<file path="src/common/cat_pkg.sv">
// package: constants, types and bus carriers of the counter array time base
// assumes: one 100 MHz clock and AXI4-Lite register access with 32-bit data
`default_nettype none
package cat_pkg;
  localparam int unsigned NUM_MOD = 5;
  localparam int unsigned AW      = 12;
  localparam int unsigned CNT_W   = 16;
  localparam logic [15:0] CNT_RST = 16'h0000;
  // register indices, byte address is four times the index
  localparam logic [7:0] IDX_CNT_LO  = 8'hc0;
  localparam logic [7:0] IDX_CNT_HI  = 8'hc1;
  localparam logic [7:0] IDX_MM0     = 8'hc2;
  localparam logic [7:0] IDX_CMP_LO0 = 8'hc8;
  localparam logic [7:0] IDX_CMP_HI0 = 8'hd0;
  localparam logic [7:0] IDX_CTRL    = 8'hd8;
  localparam logic [7:0] IDX_MODE    = 8'hd9;
  localparam logic [7:0] IDX_IRQ_ST  = 8'hdc;
  localparam logic [7:0] IDX_IRQ_MSK = 8'hdd;
  // counter mode register
  localparam int unsigned MODE_IDLE_GATE = 7;
  localparam int unsigned MODE_WDOG_EN   = 6;
  localparam int unsigned MODE_SRC_LSB   = 1;
  localparam int unsigned MODE_OVF_IRQ   = 0;
  localparam logic [7:0]  MODE_WMASK     = 8'hc7;
  localparam logic [7:0]  MODE_RST       = 8'h00;
  // counter control register
  localparam int unsigned CTRL_OVF = 7;
  localparam int unsigned CTRL_RUN = 6;
  // per-module mode register
  localparam int unsigned MM_IRQ_EN  = 0;
  localparam int unsigned MM_PWM     = 1;
  localparam int unsigned MM_TOGGLE  = 2;
  localparam int unsigned MM_MATCH   = 3;
  localparam int unsigned MM_CAP_NEG = 4;
  localparam int unsigned MM_CAP_POS = 5;
  localparam int unsigned MM_CMP_EN  = 6;
  localparam int unsigned MM_W       = 7;
  localparam logic [6:0]  MM_RST     = 7'h00;
  // flag, status and mask layout: modules in 4..0, overflow in 5
  localparam int unsigned IRQ_OVF = 5;
  localparam int unsigned IRQ_W   = 6;
  localparam logic [5:0]  IRQ_RST = 6'h00;
  // prescaler for the divided clock sources
  localparam int unsigned DIV_SLOW   = 6;
  localparam logic [2:0]  PRESC_LAST = 3'(DIV_SLOW - 1);
  localparam logic [1:0]  RESP_OKAY   = 2'h0;
  localparam logic [1:0]  RESP_SLVERR = 2'h2;

  typedef enum logic [1:0] {
    SRC_DIV6  = 2'b00,
    SRC_DIV2  = 2'b01,
    SRC_T0OVF = 2'b10,
    SRC_EXT   = 2'b11
  } cat_src_e;

  typedef struct packed {
    logic [AW-1:0] awaddr;
    logic          awvalid;
    logic [31:0]   wdata;
    logic [3:0]    wstrb;
    logic          wvalid;
    logic          bready;
    logic [AW-1:0] araddr;
    logic          arvalid;
    logic          rready;
  } cat_axi_req_s;

  typedef struct packed {
    logic        awready;
    logic        wready;
    logic [1:0]  bresp;
    logic        bvalid;
    logic        arready;
    logic [31:0] rdata;
    logic [1:0]  rresp;
    logic        rvalid;
  } cat_axi_rsp_s;
endpackage
`default_nettype wire

</file>
<file path="src/hw/cat_ccmod.sv">
// one compare/capture module running off the shared time base
// assumes: pin_in already synchronised, cnt_upd marks a freshly advanced count
`default_nettype none
module cat_ccmod #(
  parameter bit WDOG_CAPABLE = 1'b0 // module may act as watchdog
) (
  input  wire logic                      clk,      // clock
  input  wire logic                      rst,      // synchronous reset, high
  input  wire logic [cat_pkg::CNT_W-1:0] cnt,      // shared time base
  input  wire logic                      cnt_upd,  // cnt just advanced
  input  wire logic [cat_pkg::MM_W-1:0]  mode,     // module mode bits
  input  wire logic [cat_pkg::CNT_W-1:0] cmp,      // compare/capture value
  input  wire logic                      pin_in,   // synchronised pin level
  input  wire logic                      wdog_en,  // watchdog option
  output logic                           flag_set, // event pulse
  output logic                           cap_we,   // load cnt into cmp
  output logic                           pin_out,  // pin drive level
  output logic                           pin_own,  // module owns the pin
  output logic                           wdog_hit  // watchdog expiry pulse
);
  logic       prev_q, prev_d, out_q, out_d;
  logic [7:0] duty_q, duty_d;
  logic       rise, fall, match, is_wd, pwm_on;

  always_comb begin
    rise     = pin_in & ~prev_q;
    fall     = ~pin_in & prev_q;
    is_wd    = WDOG_CAPABLE & wdog_en;
    pwm_on   = mode[cat_pkg::MM_CMP_EN] & mode[cat_pkg::MM_PWM];
    match    = mode[cat_pkg::MM_CMP_EN] & ~mode[cat_pkg::MM_PWM] & cnt_upd & (cnt == cmp);
    cap_we   = (mode[cat_pkg::MM_CAP_POS] & rise) | (mode[cat_pkg::MM_CAP_NEG] & fall);
    wdog_hit = is_wd & match & mode[cat_pkg::MM_MATCH];
    flag_set = cap_we | (match & mode[cat_pkg::MM_MATCH] & ~is_wd);
    pin_own  = mode[cat_pkg::MM_CMP_EN] & (mode[cat_pkg::MM_TOGGLE] | mode[cat_pkg::MM_PWM]);
    prev_d   = pin_in;
    // duty reloads at the low-byte wrap so a period never sees a torn value
    duty_d   = (cnt_upd && cnt[7:0] == 8'h00) ? cmp[15:8] : duty_q;
    if (pwm_on) begin
      out_d = cnt[7:0] >= duty_q;
    end else if (match && mode[cat_pkg::MM_TOGGLE]) begin
      out_d = ~out_q;
    end else begin
      out_d = out_q;
    end
  end

  always_ff @(posedge clk) begin
    if (rst) begin
      prev_q <= 1'b0;
      out_q  <= 1'b0;
      duty_q <= 8'h00;
    end else begin
      prev_q <= prev_d;
      out_q  <= out_d;
      duty_q <= duty_d;
    end
  end

  assign pin_out = out_q;
endmodule
`default_nettype wire

</file>
<file path="src/hw/cat_timebase.sv">
// counter array time base: mode/control registers, shared counter, five modules
// assumes: AXI4-Lite master on clk; port logic supplies gpio_out/gpio_oe
//
// The AXI4-Lite interface to the registers was chosen for this implementation.
`default_nettype none
module cat_timebase (
  input  wire logic                  clk,           // 100 MHz clock
  input  wire logic                  rst,           // synchronous reset, high
  input  wire cat_pkg::cat_axi_req_s axi_req,       // axi4-lite requests
  output var  cat_pkg::cat_axi_rsp_s axi_rsp,       // axi4-lite answers
  input  wire logic                  t0_ovf,        // timer 0 overflow pulse
  input  wire logic                  cpu_idle,      // cpu in idle mode
  input  wire logic                  ext_count_in,  // external count pin
  input  wire logic [4:0]            module_io_in,  // module pin levels
  input  wire logic [4:0]            gpio_out,      // port latch value
  input  wire logic [4:0]            gpio_oe,       // port drive enable
  output logic      [4:0]            module_io_out, // module pin level out
  output logic      [4:0]            module_io_oe,  // module pin drive enable
  output logic                       irq,           // merged interrupt
  output logic                       wdog_rst       // watchdog reset pulse
);
  localparam int unsigned NM = cat_pkg::NUM_MOD;
  localparam int unsigned IW = cat_pkg::IRQ_W;
  typedef logic [cat_pkg::CNT_W-1:0] cat_cnt_t;

  function automatic logic [8:0] reg_idx(input logic [cat_pkg::AW-1:0] addr);
    reg_idx = {addr[cat_pkg::AW-1:10] == 2'h0, addr[9:2]};
  endfunction

  function automatic logic reg_known(input logic [8:0] ix);
    logic [7:0] i;
    i = ix[7:0];
    reg_known = ix[8] && (i == cat_pkg::IDX_MODE || i == cat_pkg::IDX_CTRL ||
      i == cat_pkg::IDX_CNT_LO || i == cat_pkg::IDX_CNT_HI ||
      i == cat_pkg::IDX_IRQ_ST || i == cat_pkg::IDX_IRQ_MSK ||
      (i >= cat_pkg::IDX_MM0 && i < cat_pkg::IDX_MM0 + 8'(NM)) ||
      (i >= cat_pkg::IDX_CMP_LO0 && i < cat_pkg::IDX_CMP_LO0 + 8'(NM)) ||
      (i >= cat_pkg::IDX_CMP_HI0 && i < cat_pkg::IDX_CMP_HI0 + 8'(NM)));
  endfunction

  // bus state
  logic                  awh_q, awh_d, wh_q, wh_d, bv_q, bv_d, rv_q, rv_d;
  logic [cat_pkg::AW-1:0] awa_q, awa_d;
  logic [31:0]           wd_q, wd_d, rd_q, rd_d, rd_word;
  logic [3:0]            ws_q, ws_d;
  logic [1:0]            br_q, br_d, rr_q, rr_d;
  logic                  aw_fire, w_fire, ar_fire, wr_go;
  logic [8:0]            wr_ix, ar_ix;
  // core state
  logic [7:0]            mode_q, mode_d;
  logic                  run_q, run_d, irq_q, irq_d, wdog_q, wdog_d, cnt_upd_q;
  logic [IW-1:0]         flag_q, flag_d, mask_q, mask_d, flag_clr, flag_sw, irq_en;
  logic [cat_pkg::MM_W-1:0] mm_q [NM];
  logic [cat_pkg::MM_W-1:0] mm_d [NM];
  cat_cnt_t              cmp_q [NM];
  cat_cnt_t              cmp_d [NM];
  cat_cnt_t              cnt_q, cnt_d;
  logic [2:0]            presc_q, presc_d;
  logic                  evt, cnt_en, tick, ovf;
  cat_pkg::cat_src_e     src;
  // pin synchronisers and module outputs
  logic                  ext_s1_q, ext_s2_q, ext_prev_q;
  logic [NM-1:0]         pin_s1_q, pin_s2_q;
  logic [NM-1:0]         mod_set, cap_we, pin_out, pin_own, wdog_hit;

  // axi4-lite slave
  assign aw_fire = axi_req.awvalid & ~awh_q & ~bv_q;
  assign w_fire  = axi_req.wvalid & ~wh_q & ~bv_q;
  assign ar_fire = axi_req.arvalid & ~rv_q;
  assign wr_go   = awh_q & wh_q & ~bv_q;
  assign wr_ix   = reg_idx(awa_q);
  assign ar_ix   = reg_idx(axi_req.araddr);

  always_comb begin
    awh_d = awh_q;
    awa_d = awa_q;
    wh_d  = wh_q;
    wd_d  = wd_q;
    ws_d  = ws_q;
    bv_d  = bv_q;
    br_d  = br_q;
    rv_d  = rv_q;
    rd_d  = rd_q;
    rr_d  = rr_q;
    if (aw_fire) begin
      awh_d = 1'b1;
      awa_d = axi_req.awaddr;
    end
    if (w_fire) begin
      wh_d = 1'b1;
      wd_d = axi_req.wdata;
      ws_d = axi_req.wstrb;
    end
    if (wr_go) begin
      awh_d = 1'b0;
      wh_d  = 1'b0;
      bv_d  = 1'b1;
      br_d  = reg_known(wr_ix) ? cat_pkg::RESP_OKAY : cat_pkg::RESP_SLVERR;
    end else if (bv_q && axi_req.bready) begin
      bv_d = 1'b0;
    end
    if (ar_fire) begin
      rv_d = 1'b1;
      rd_d = rd_word;
      rr_d = reg_known(ar_ix) ? cat_pkg::RESP_OKAY : cat_pkg::RESP_SLVERR;
    end else if (rv_q && axi_req.rready) begin
      rv_d = 1'b0;
    end
  end

  always_comb begin
    rd_word = 32'h0000_0000;
    if (reg_known(ar_ix)) begin
      case (ar_ix[7:0])
        cat_pkg::IDX_MODE:    rd_word[7:0] = mode_q;
        cat_pkg::IDX_CTRL:    rd_word[7:0] = {flag_q[cat_pkg::IRQ_OVF], run_q, 1'b0, flag_q[4:0]};
        cat_pkg::IDX_CNT_LO:  rd_word[7:0] = cnt_q[7:0];
        cat_pkg::IDX_CNT_HI:  rd_word[7:0] = cnt_q[15:8];
        cat_pkg::IDX_IRQ_ST:  rd_word[IW-1:0] = flag_q;
        cat_pkg::IDX_IRQ_MSK: rd_word[IW-1:0] = mask_q;
        default: begin
          for (int i = 0; i < NM; i++) begin
            if (ar_ix[7:0] == cat_pkg::IDX_MM0 + 8'(i)) rd_word[6:0] = mm_q[i];
            if (ar_ix[7:0] == cat_pkg::IDX_CMP_LO0 + 8'(i)) rd_word[7:0] = cmp_q[i][7:0];
            if (ar_ix[7:0] == cat_pkg::IDX_CMP_HI0 + 8'(i)) rd_word[7:0] = cmp_q[i][15:8];
          end
        end
      endcase
    end
  end

  always_ff @(posedge clk) begin
    if (rst) begin
      awh_q <= 1'b0;
      awa_q <= '0;
      wh_q  <= 1'b0;
      wd_q  <= 32'h0000_0000;
      ws_q  <= 4'h0;
      bv_q  <= 1'b0;
      br_q  <= cat_pkg::RESP_OKAY;
      rv_q  <= 1'b0;
      rd_q  <= 32'h0000_0000;
      rr_q  <= cat_pkg::RESP_OKAY;
    end else begin
      awh_q <= awh_d;
      awa_q <= awa_d;
      wh_q  <= wh_d;
      wd_q  <= wd_d;
      ws_q  <= ws_d;
      bv_q  <= bv_d;
      br_q  <= br_d;
      rv_q  <= rv_d;
      rd_q  <= rd_d;
      rr_q  <= rr_d;
    end
  end

  always_comb begin
    axi_rsp         = '0;
    axi_rsp.awready = ~awh_q & ~bv_q;
    axi_rsp.wready  = ~wh_q & ~bv_q;
    axi_rsp.bvalid  = bv_q;
    axi_rsp.bresp   = br_q;
    axi_rsp.arready = ~rv_q;
    axi_rsp.rvalid  = rv_q;
    axi_rsp.rdata   = rd_q;
    axi_rsp.rresp   = rr_q;
  end

  // pin synchronisers; first stages feed only the second
  always_ff @(posedge clk) begin
    if (rst) begin
      ext_s1_q   <= 1'b0;
      ext_s2_q   <= 1'b0;
      ext_prev_q <= 1'b0;
      pin_s1_q   <= '0;
      pin_s2_q   <= '0;
    end else begin
      ext_s1_q   <= ext_count_in;
      ext_s2_q   <= ext_s1_q;
      ext_prev_q <= ext_s2_q;
      pin_s1_q   <= module_io_in;
      pin_s2_q   <= pin_s1_q;
    end
  end

  // count source and gating
  assign src = cat_pkg::cat_src_e'(mode_q[cat_pkg::MODE_SRC_LSB +: 2]);

  always_comb begin
    case (src)
      cat_pkg::SRC_DIV6:  evt = presc_q == cat_pkg::PRESC_LAST;
      cat_pkg::SRC_DIV2:  evt = presc_q[0];
      cat_pkg::SRC_T0OVF: evt = t0_ovf;
      cat_pkg::SRC_EXT:   evt = ext_s2_q & ~ext_prev_q;
      default:            evt = 1'b0;
    endcase
  end

  assign cnt_en = run_q & ~(mode_q[cat_pkg::MODE_IDLE_GATE] & cpu_idle);
  assign tick   = evt & cnt_en;
  assign ovf    = tick & (cnt_q == 16'hffff);

  always_comb begin
    for (int i = 0; i < NM; i++) irq_en[i] = mm_q[i][cat_pkg::MM_IRQ_EN];
    irq_en[cat_pkg::IRQ_OVF] = mode_q[cat_pkg::MODE_OVF_IRQ];
  end

  always_comb begin
    mode_d   = mode_q;
    run_d    = run_q;
    mask_d   = mask_q;
    mm_d     = mm_q;
    cmp_d    = cmp_q;
    flag_clr = '0;
    flag_sw  = '0;
    presc_d  = (presc_q == cat_pkg::PRESC_LAST) ? 3'h0 : presc_q + 3'h1;
    cnt_d    = tick ? cnt_q + 16'h0001 : cnt_q;
    if (wr_go && reg_known(wr_ix) && ws_q[0]) begin
      case (wr_ix[7:0])
        cat_pkg::IDX_MODE:    mode_d = wd_q[7:0] & cat_pkg::MODE_WMASK;
        cat_pkg::IDX_CTRL: begin
          run_d    = wd_q[cat_pkg::CTRL_RUN];
          flag_clr = ~{wd_q[cat_pkg::CTRL_OVF], wd_q[4:0]};
          flag_sw  = {wd_q[cat_pkg::CTRL_OVF], 5'h00};
        end
        cat_pkg::IDX_CNT_LO:  cnt_d[7:0] = wd_q[7:0];
        cat_pkg::IDX_CNT_HI:  cnt_d[15:8] = wd_q[7:0];
        cat_pkg::IDX_IRQ_ST:  flag_clr = wd_q[IW-1:0];
        cat_pkg::IDX_IRQ_MSK: mask_d = wd_q[IW-1:0];
        default: begin
          for (int i = 0; i < NM; i++) begin
            if (wr_ix[7:0] == cat_pkg::IDX_MM0 + 8'(i)) mm_d[i] = wd_q[6:0];
            if (wr_ix[7:0] == cat_pkg::IDX_CMP_LO0 + 8'(i)) cmp_d[i][7:0] = wd_q[7:0];
            if (wr_ix[7:0] == cat_pkg::IDX_CMP_HI0 + 8'(i)) cmp_d[i][15:8] = wd_q[7:0];
          end
        end
      endcase
    end
    for (int i = 0; i < NM; i++) begin
      if (cap_we[i]) cmp_d[i] = cnt_q;
    end
    // hardware sets win over a clear in the same cycle
    flag_d = (flag_q & ~flag_clr) | flag_sw | {ovf, mod_set};
    irq_d  = |(flag_q & irq_en & mask_q);
    wdog_d = |wdog_hit;
  end

  always_ff @(posedge clk) begin
    if (rst) begin
      mode_q    <= cat_pkg::MODE_RST;
      run_q     <= 1'b0;
      flag_q    <= cat_pkg::IRQ_RST;
      mask_q    <= cat_pkg::IRQ_RST;
      cnt_q     <= cat_pkg::CNT_RST;
      presc_q   <= 3'h0;
      cnt_upd_q <= 1'b0;
      irq_q     <= 1'b0;
      wdog_q    <= 1'b0;
      for (int i = 0; i < NM; i++) begin
        mm_q[i]  <= cat_pkg::MM_RST;
        cmp_q[i] <= cat_pkg::CNT_RST;
      end
    end else begin
      mode_q    <= mode_d;
      run_q     <= run_d;
      flag_q    <= flag_d;
      mask_q    <= mask_d;
      cnt_q     <= cnt_d;
      presc_q   <= presc_d;
      cnt_upd_q <= tick;
      irq_q     <= irq_d;
      wdog_q    <= wdog_d;
      mm_q      <= mm_d;
      cmp_q     <= cmp_d;
    end
  end

  for (genvar g = 0; g < NM; g++) begin : g_mod
    cat_ccmod #(
      .WDOG_CAPABLE(g == NM - 1)
    ) u_mod (
      .clk      (clk),
      .rst      (rst),
      .cnt      (cnt_q),
      .cnt_upd  (cnt_upd_q),
      .mode     (mm_q[g]),
      .cmp      (cmp_q[g]),
      .pin_in   (pin_s2_q[g]),
      .wdog_en  (mode_q[cat_pkg::MODE_WDOG_EN]),
      .flag_set (mod_set[g]),
      .cap_we   (cap_we[g]),
      .pin_out  (pin_out[g]),
      .pin_own  (pin_own[g]),
      .wdog_hit (wdog_hit[g])
    );
  end

  // pins not claimed by a module stay with the port logic
  assign module_io_out = (pin_own & pin_out) | (~pin_own & gpio_out);
  assign module_io_oe  = pin_own | gpio_oe;
  assign irq           = irq_q;
  assign wdog_rst      = wdog_q;
endmodule
`default_nettype wire

</file>
<file path="config.mk">
export PLATFORM = sky130hd
export DESIGN_NAME = cat_timebase
export DESIGN_NICKNAME = d
export VERILOG_FILES = /design/src/common/cat_pkg.sv /design/src/hw/cat_ccmod.sv /design/src/hw/cat_timebase.sv
export SDC_FILE = /design/constraint.sdc
export NUM_CORES = 1
export LEC_CHECK = 0
export ABC_AREA = 1
export BUFFER_PORTS_ARGS = -buffer_cell sky130_fd_sc_hd__buf_2
export CAP_MARGIN = 30
export CORE_MARGIN = 3
export CORE_UTILIZATION = 30
export DETAILED_ROUTE_END_ITERATION = 8
export PLACE_DENSITY = 0.44
export SLEW_MARGIN = 20
export SYNTH_ARGS = -nofsm -noshare
export SYNTH_HDL_FRONTEND = slang
export SYNTH_SLANG_ARGS = --single-unit
</file>
<file path="constraint.sdc">
create_clock -name clk -period 5.58 [get_ports clk]
set_clock_uncertainty 0.1 [all_clocks]
set_input_delay 1.395 -clock clk [delete_from_list [all_inputs] [get_ports clk]]
set_output_delay 1.395 -clock clk [all_outputs]
set_load 0.01 [all_outputs]
</file>
# Yosys cells after proc, flatten, opt, wreduce, memory -nomap -nowiden
# Index checks and enable logic that the tools add are counted.
[totals] regBits=255 output_inout_bits=53 elab_cells=398
[classes] addsub=2 n_lt_le_gt_ge=17 eq_ne=57 n_mux=62 bitwise=122 reduce_logical=84
[op_table] cell="8-bit equality test (second input constant)" n=42
[op_table] cell="8-bit 2-to-1 mux" n=25
[op_table] cell="80-bit 2-to-1 mux" n=2
[op_table] cell="16-bit 2-to-1 mux" n=7
[op_table] cell="16-bit equality test" n=5
[op_table] cell="1-bit bitwise AND" n=67
[op_table] cell="8-bit >= comparator (second input constant)" n=6
[op_table] cell="8-bit < comparator (second input constant)" n=6
[op_table] cell="3-bit AND reduction" n=15
[op_table] cell="2-bit nonzero test" n=22
[op_table] cell="8-bit >= comparator" n=5
[op_table] cell="6-bit case mux with 6 select lines" n=1
[op_table] cell="7-bit 2-to-1 mux" n=5
[op_table] cell="1-bit NOT" n=28
[op_table] cell="6-bit bitwise AND" n=3
[op_table] cell="1-bit logical AND" n=18
[op_table] cell="6-bit 2-to-1 mux" n=3
[op_table] cell="6-bit OR reduction" n=3
[op_table] cell="16-bit by 1-bit adder with 16-bit output (second input constant)" n=1
[op_table] cell="16-bit equality test (second input constant)" n=1
[op_table] cell="1-bit logical OR" n=16
[op_table] cell="1-bit bitwise OR" n=15
[op_table] cell="1-bit 2-to-1 mux" n=14
[op_table] cell="6-bit NOT" n=2
[op_table] cell="other kinds (17)" n=32

# Depth between registers and ports, before layout
[depth] depth_word=22 depth_mapped=18 ltp_nobuf=18

# Cells and area by module
# A second synthesis with hierarchy kept.
[unflattened] hier_cells=2266 area_unflattened_um2=14871.8
[modules_own_cells] mod="cat_timebase" n_inst=1 cells_each=1514 area_per_inst_um2=10211.0 seq_area_each_um2=4023.9
[modules_own_cells] mod="cat_ccmod at g_mod[0].u_mod ..." n_inst=4 cells_each=146 area_per_inst_um2=919.6 seq_area_each_um2=200.2
[modules_own_cells] mod="cat_ccmod at g_mod[4].u_mod" n_inst=1 cells_each=168 area_per_inst_um2=982.2 seq_area_each_um2=200.2

# Worst setup path after synthesis
# OpenSTA, ideal clock, no wires.
[synth_path] kind="input port to output port" startpoint="input gpio_oe[0]" endpoint="output module_io_oe[0]" arrival_time_ns=1.701 t_required_ns=4.085 path_slack_ns=2.384 cell_stages=1 path_cell_list="or2_2"
[synth_between] elab_chain_cells=1
[synth_rtl] element="start: declaration" line="cat_timebase.sv:16" text="input wire logic [4:0] gpio_oe,"
[synth_rtl] element="5-bit bitwise OR" line="cat_timebase.sv:301" text="assign module_io_oe = pin_own | gpio_oe;"
[synth_rtl] element="end: declaration" line="cat_timebase.sv:18" text="output logic [4:0] module_io_oe,"
# No other way between the ends.

# Worst setup path after layout
[layout_path] startpoint="input axi_req[4] (netlist bit)" endpoint="register rd_q[0]"
[layout_between] elab_chain_cells=20 elab_cells_between_ends=58 cone_classes="order compare (6); eq/ne (21); mux (19); reduce/logical (12)"
[layout_rtl] element="start: declaration" line="cat_timebase.sv:9" text="input wire cat_pkg::cat_axi_req_s axi_req,"
[layout_rtl] element="8-bit equality test" line="cat_timebase.sv:123" text="if (ar_ix[7:0] == cat_pkg::IDX_MM0 + 8'(i)) rd_word[6:0] = mm_q[i];"
[layout_rtl] element="7-bit 2-to-1 mux" line="cat_timebase.sv:123"
[layout_rtl] element="8-bit 2-to-1 mux" line="cat_timebase.sv:124" text="if (ar_ix[7:0] == cat_pkg::IDX_CMP_LO0 + 8'(i)) rd_word[7:0] = cmp_q[i][7:0];"
[layout_rtl] element="8-bit 2-to-1 mux" line="cat_timebase.sv:125" text="if (ar_ix[7:0] == cat_pkg::IDX_CMP_HI0 + 8'(i)) rd_word[7:0] = cmp_q[i][15:8];"
[layout_rtl] element="7-bit 2-to-1 mux" line="cat_timebase.sv:123"
[layout_rtl] element="8-bit 2-to-1 mux" line="cat_timebase.sv:124"
[layout_rtl] element="8-bit 2-to-1 mux" line="cat_timebase.sv:125"
[layout_rtl] element="8-bit 2-to-1 mux" line="cat_timebase.sv:114" text="case (ar_ix[7:0])"
[layout_rtl] element="[... 4 more ...]"
[layout_rtl] element="7-bit 2-to-1 mux" line="cat_timebase.sv:123"
[layout_rtl] element="8-bit 2-to-1 mux" line="cat_timebase.sv:124"
[layout_rtl] element="8-bit 2-to-1 mux" line="cat_timebase.sv:125"
[layout_rtl] element="7-bit 2-to-1 mux" line="cat_timebase.sv:123"
[layout_rtl] element="8-bit 2-to-1 mux" line="cat_timebase.sv:124"
[layout_rtl] element="8-bit 2-to-1 mux" line="cat_timebase.sv:125"
[layout_rtl] element="6-bit case mux with 6 select lines" line="cat_timebase.sv:114"
[layout_rtl] element="8-bit 2-to-1 mux *" line="cat_timebase.sv:113" text="if (reg_known(ar_ix)) begin"
[layout_rtl] element="end signal: assignment" line="cat_timebase.sv:153" text="rd_q <= rd_d;"
[layout_rtl] element="end: declaration" line="cat_timebase.sv:44" text="logic [31:0] wd_q, wd_d, rd_q, rd_d, rd_word;"
# Every way passes the cells marked *; elsewhere a longest branch is shown, timed or not. The select of a mux whose other input is x is not followed.
# A chain may end at the register's enable or synchronous reset.

==> qor.csv <==
metric;value;unit
CTS Root Cell;clkbuf_16;
Detailed Routing Iterations Pass 1;5;
area delta synth->final;14.30;%
Detail Placement HPWL;43990;um
vias in the first global route;13226;
Clock Power Share;0.494;
yosys warns;0;
final setup slack of the worst path;1.855;ns
WL/cell;22.03;um
critical path class;in2reg;
antenna violations before repair;4;
DIE WIDTH;223.2;um
DP Area;15110;um^2
Worst Setup SP;axi_req[4];
I/O pin cnt;138;
maximum clock frequency;268.5;MHz
most frequent cells in the layout;nand2_1, dfxtp_1, inv_1;
RSZ-0062 raised after global routing;no;
port buffer count;80;
Critical Path Source Type;input port;
asr flop ratio synth;0;
fillers;5011;
max-slew violation count;0;
first-pass GRT wire length;88100;um
Setup crit end kind;register;
CP required;5.92;ns
GPL Wtd Cong;0.9632;
Finished Cell Area;16170;um^2
Mapped Cells;2077;
Worst-path clk slew;0.06;ns
clock sinks;251;
H-tree depth;1;
sequential area share after synthesis;0.3552;
status;complete, no violations;
VDD IR-drop max;237.1;uV
DRT iter0 DRCs;1403;
post-detailed-route DRC marker count;0;
largest net degree at the start of global routing;74;
max-cap violations;0;
CTS Buffer Depth;3;
Die H;223.2;um
FF+latch count, synth;251;
via count;14350;
Min-Delay Startpoint;pin_s1_q[0]$_SDFF_PP0_;
total grt overflow;0;
Post-CTS Resized;0;
Cell Area, Synth;14150;um^2
Net Sw Power;1.101;mW
layout cells sized above 1;0.1021;
Routed Antenna Nets;0;
Mapped Avg Cell Area;6.811;um^2
min Tclk post-route;3.725;ns
most common cell after layout, fill and taps aside;nand2_1;
r2r startpoint;cnt_q[4]$_SDFF_PP0_;
Yosys cell types;48;
routed vias/inst;5.188;
CTS tree;built;
Tightest Hold Check Type;reg2reg;
gr usage total;0.2365;
CTS Hold Bufs;0;
FF+latch area;5025;um^2
top_reg_cell synth;dfxtp_1;
worst-path maximum fanout;11;
Final nets;2269;
Num CTS Buffers;31;
final setup TNS;0;ns
static leakage;6.566;nW
clock latency on the worst-skew pair;0.59;ns
Slew HR;0.3356;
endpoints failing setup;0;
area of the multi-input gates;7697;um^2
crit share post-route;0.6676;
pwr/cell area;262.0;nW/um^2
Die ar.;49800;um^2
CP Data Arrival Time;4.07;ns
row cnt;78;
Int Pwr;3.136;mW
Reg power frac;0.437;
# Post-CTS Setup Buffers;0;
core area;45970;um^2
initial core utilization;0.3078;
worst slack at placement;1.316;ns
Detailed Route WL;60950;um
Post-synth EDFFs;0;
combinational share of power;0.069;
Worst Tran Pin Value;0.9952;ns
Hold Vio Cnt, Final;0;
Net Sw Frac;0.2599;
==> power groups by stage <==
stage,combinational (mW),clock (mW),sequential (mW)
after floorplan,0.186,0,1.88
after global placement,0.288,0,1.89
after detailed placement,0.288,0,1.89
final,0.292,2.09,1.85
after CTS,0.289,2.16,1.85
after global routing,0.319,2.22,1.85
==> state kept, by name, indices dropped and copies added (netlist names), 6 cells and up <==
| register | cells |
|---|---|
| awa_q | 10 |
| cmp_q | 80 |
| cnt_q | 16 |
| flag_q | 6 |
| g_mod.u_mod.duty_q | 40 |
| mask_q | 6 |
| mm_q | 30 |
| rd_q | 8 |
| wd_q | 8 |
==> cells in the mapped netlist (5+ instances only) <==
| library cell | n | area share |
|---|---|---|
| nor3_1 | 19 | 0.0067 |
| a21boi_0 | 5 | 0.0027 |
| o21ai_0 | 217 | 0.077 |
| nand3_1 | 104 | 0.037 |
| a31oi_1 | 10 | 0.0044 |
| clkbuf_1 | 65 | 0.017 |
| o22ai_1 | 9 | 0.0040 |
| xnor2_1 | 15 | 0.0093 |
| nand4_1 | 27 | 0.012 |
| dfxtp_1 | 251 | 0.36 |
| a21oi_1 | 215 | 0.076 |
| o21ai_1 | 6 | 0.0021 |
| o21bai_1 | 9 | 0.0048 |
| xor2_1 | 49 | 0.030 |
| o31ai_1 | 7 | 0.0037 |
| buf_4 | 32 | 0.017 |
| ha_1 | 44 | 0.039 |
| inv_1 | 239 | 0.063 |
| nor2_4 | 5 | 0.0040 |
| a22oi_1 | 38 | 0.020 |
| inv_2 | 7 | 0.0019 |
| nor2_1 | 217 | 0.058 |
| nand2_1 | 363 | 0.096 |
| nand2_2 | 6 | 0.0027 |
| clkinv_1 | 12 | 0.0032 |
| o211ai_1 | 27 | 0.014 |
| or2_2 | 18 | 0.0080 |
| nor4_1 | 13 | 0.0057 |
| buf_1 | 7 | 0.0019 |
| nor2_2 | 7 | 0.0031 |
| buf_2 | 5 | 0.0018 |
==> cell families after synthesis <==
family,synth area share
simple gates,0.2395
compound gates,0.2178
buf+inv,0.1079
flops,0.3552
xor+xnor,0.03962
fa+ha+maj,0.03891
other cells,0.0002651
mux,0.0007959
==> critical path: stages <==
cell and delay (ns):
buf_2 0.13, inv_1 0.10, nor2_1 0.51, inv_1 0.09, nor3_1 0.57, inv_1 0.41
or2_2 0.37, nand2_1 0.06, nand3_1 0.08, nand2_1 0.07, nand3_1 0.09, nand2_1 0.12
a21oi_1 0.07
==> through the flow <==
stage / power [mW] / hold slack [ns] / std cells / util
after CTS: 4.302 / 0.3036 / 2763 / 0.3515
after global routing: 4.388 / 0.3243 / 2764 / 0.3517
after floorplan: 2.062 / 0.2883 / 2102 / -
after detailed placement: 2.178 / 0.2950 / 2706 / 0.3287
after global placement: 2.178 / 0.2895 / 2705 / 0.3285
final: 4.237 / 0.3011 / 2766 / 0.3518
==> cell type report <==
cell class              count  share of cell area
inverters                 258             0.05997
multi-input cells        1482              0.4760
well taps                 600             0.04643
repair buffers            116             0.04163
clock inverters            15             0.01006
clock buffers              42             0.05486
flip-flops and latches    251              0.3107
diodes                      2           0.0003095
==> layer usage <==
metal | vias up | routed length, um | track usage
met2 | 590 | 26130 | 0.3614
li1 | 6973 | - | -
met4 | 4 | 2898 | 0.1040
met3 | 144 | 5032 | 0.04763
met5 | - | 20 | 0
met1 | 6639 | 26870 | 0.3226
==> final timing paths <==
check                                 to  slack, ns  cells past startpoint
setup / recovery    rd_q[0]$_SDFFE_PP0P_       1.85                     13
hold / removal    pin_s2_q[0]$_SDFF_PP0_       0.30                      2
setup reg to reg    cnt_q[14]$_SDFF_PP0_       2.38                     10
hold reg to reg   pin_s2_q[0]$_SDFF_PP0_       0.30                      2
No activity file was read; power rests on OpenSTA's default activity.
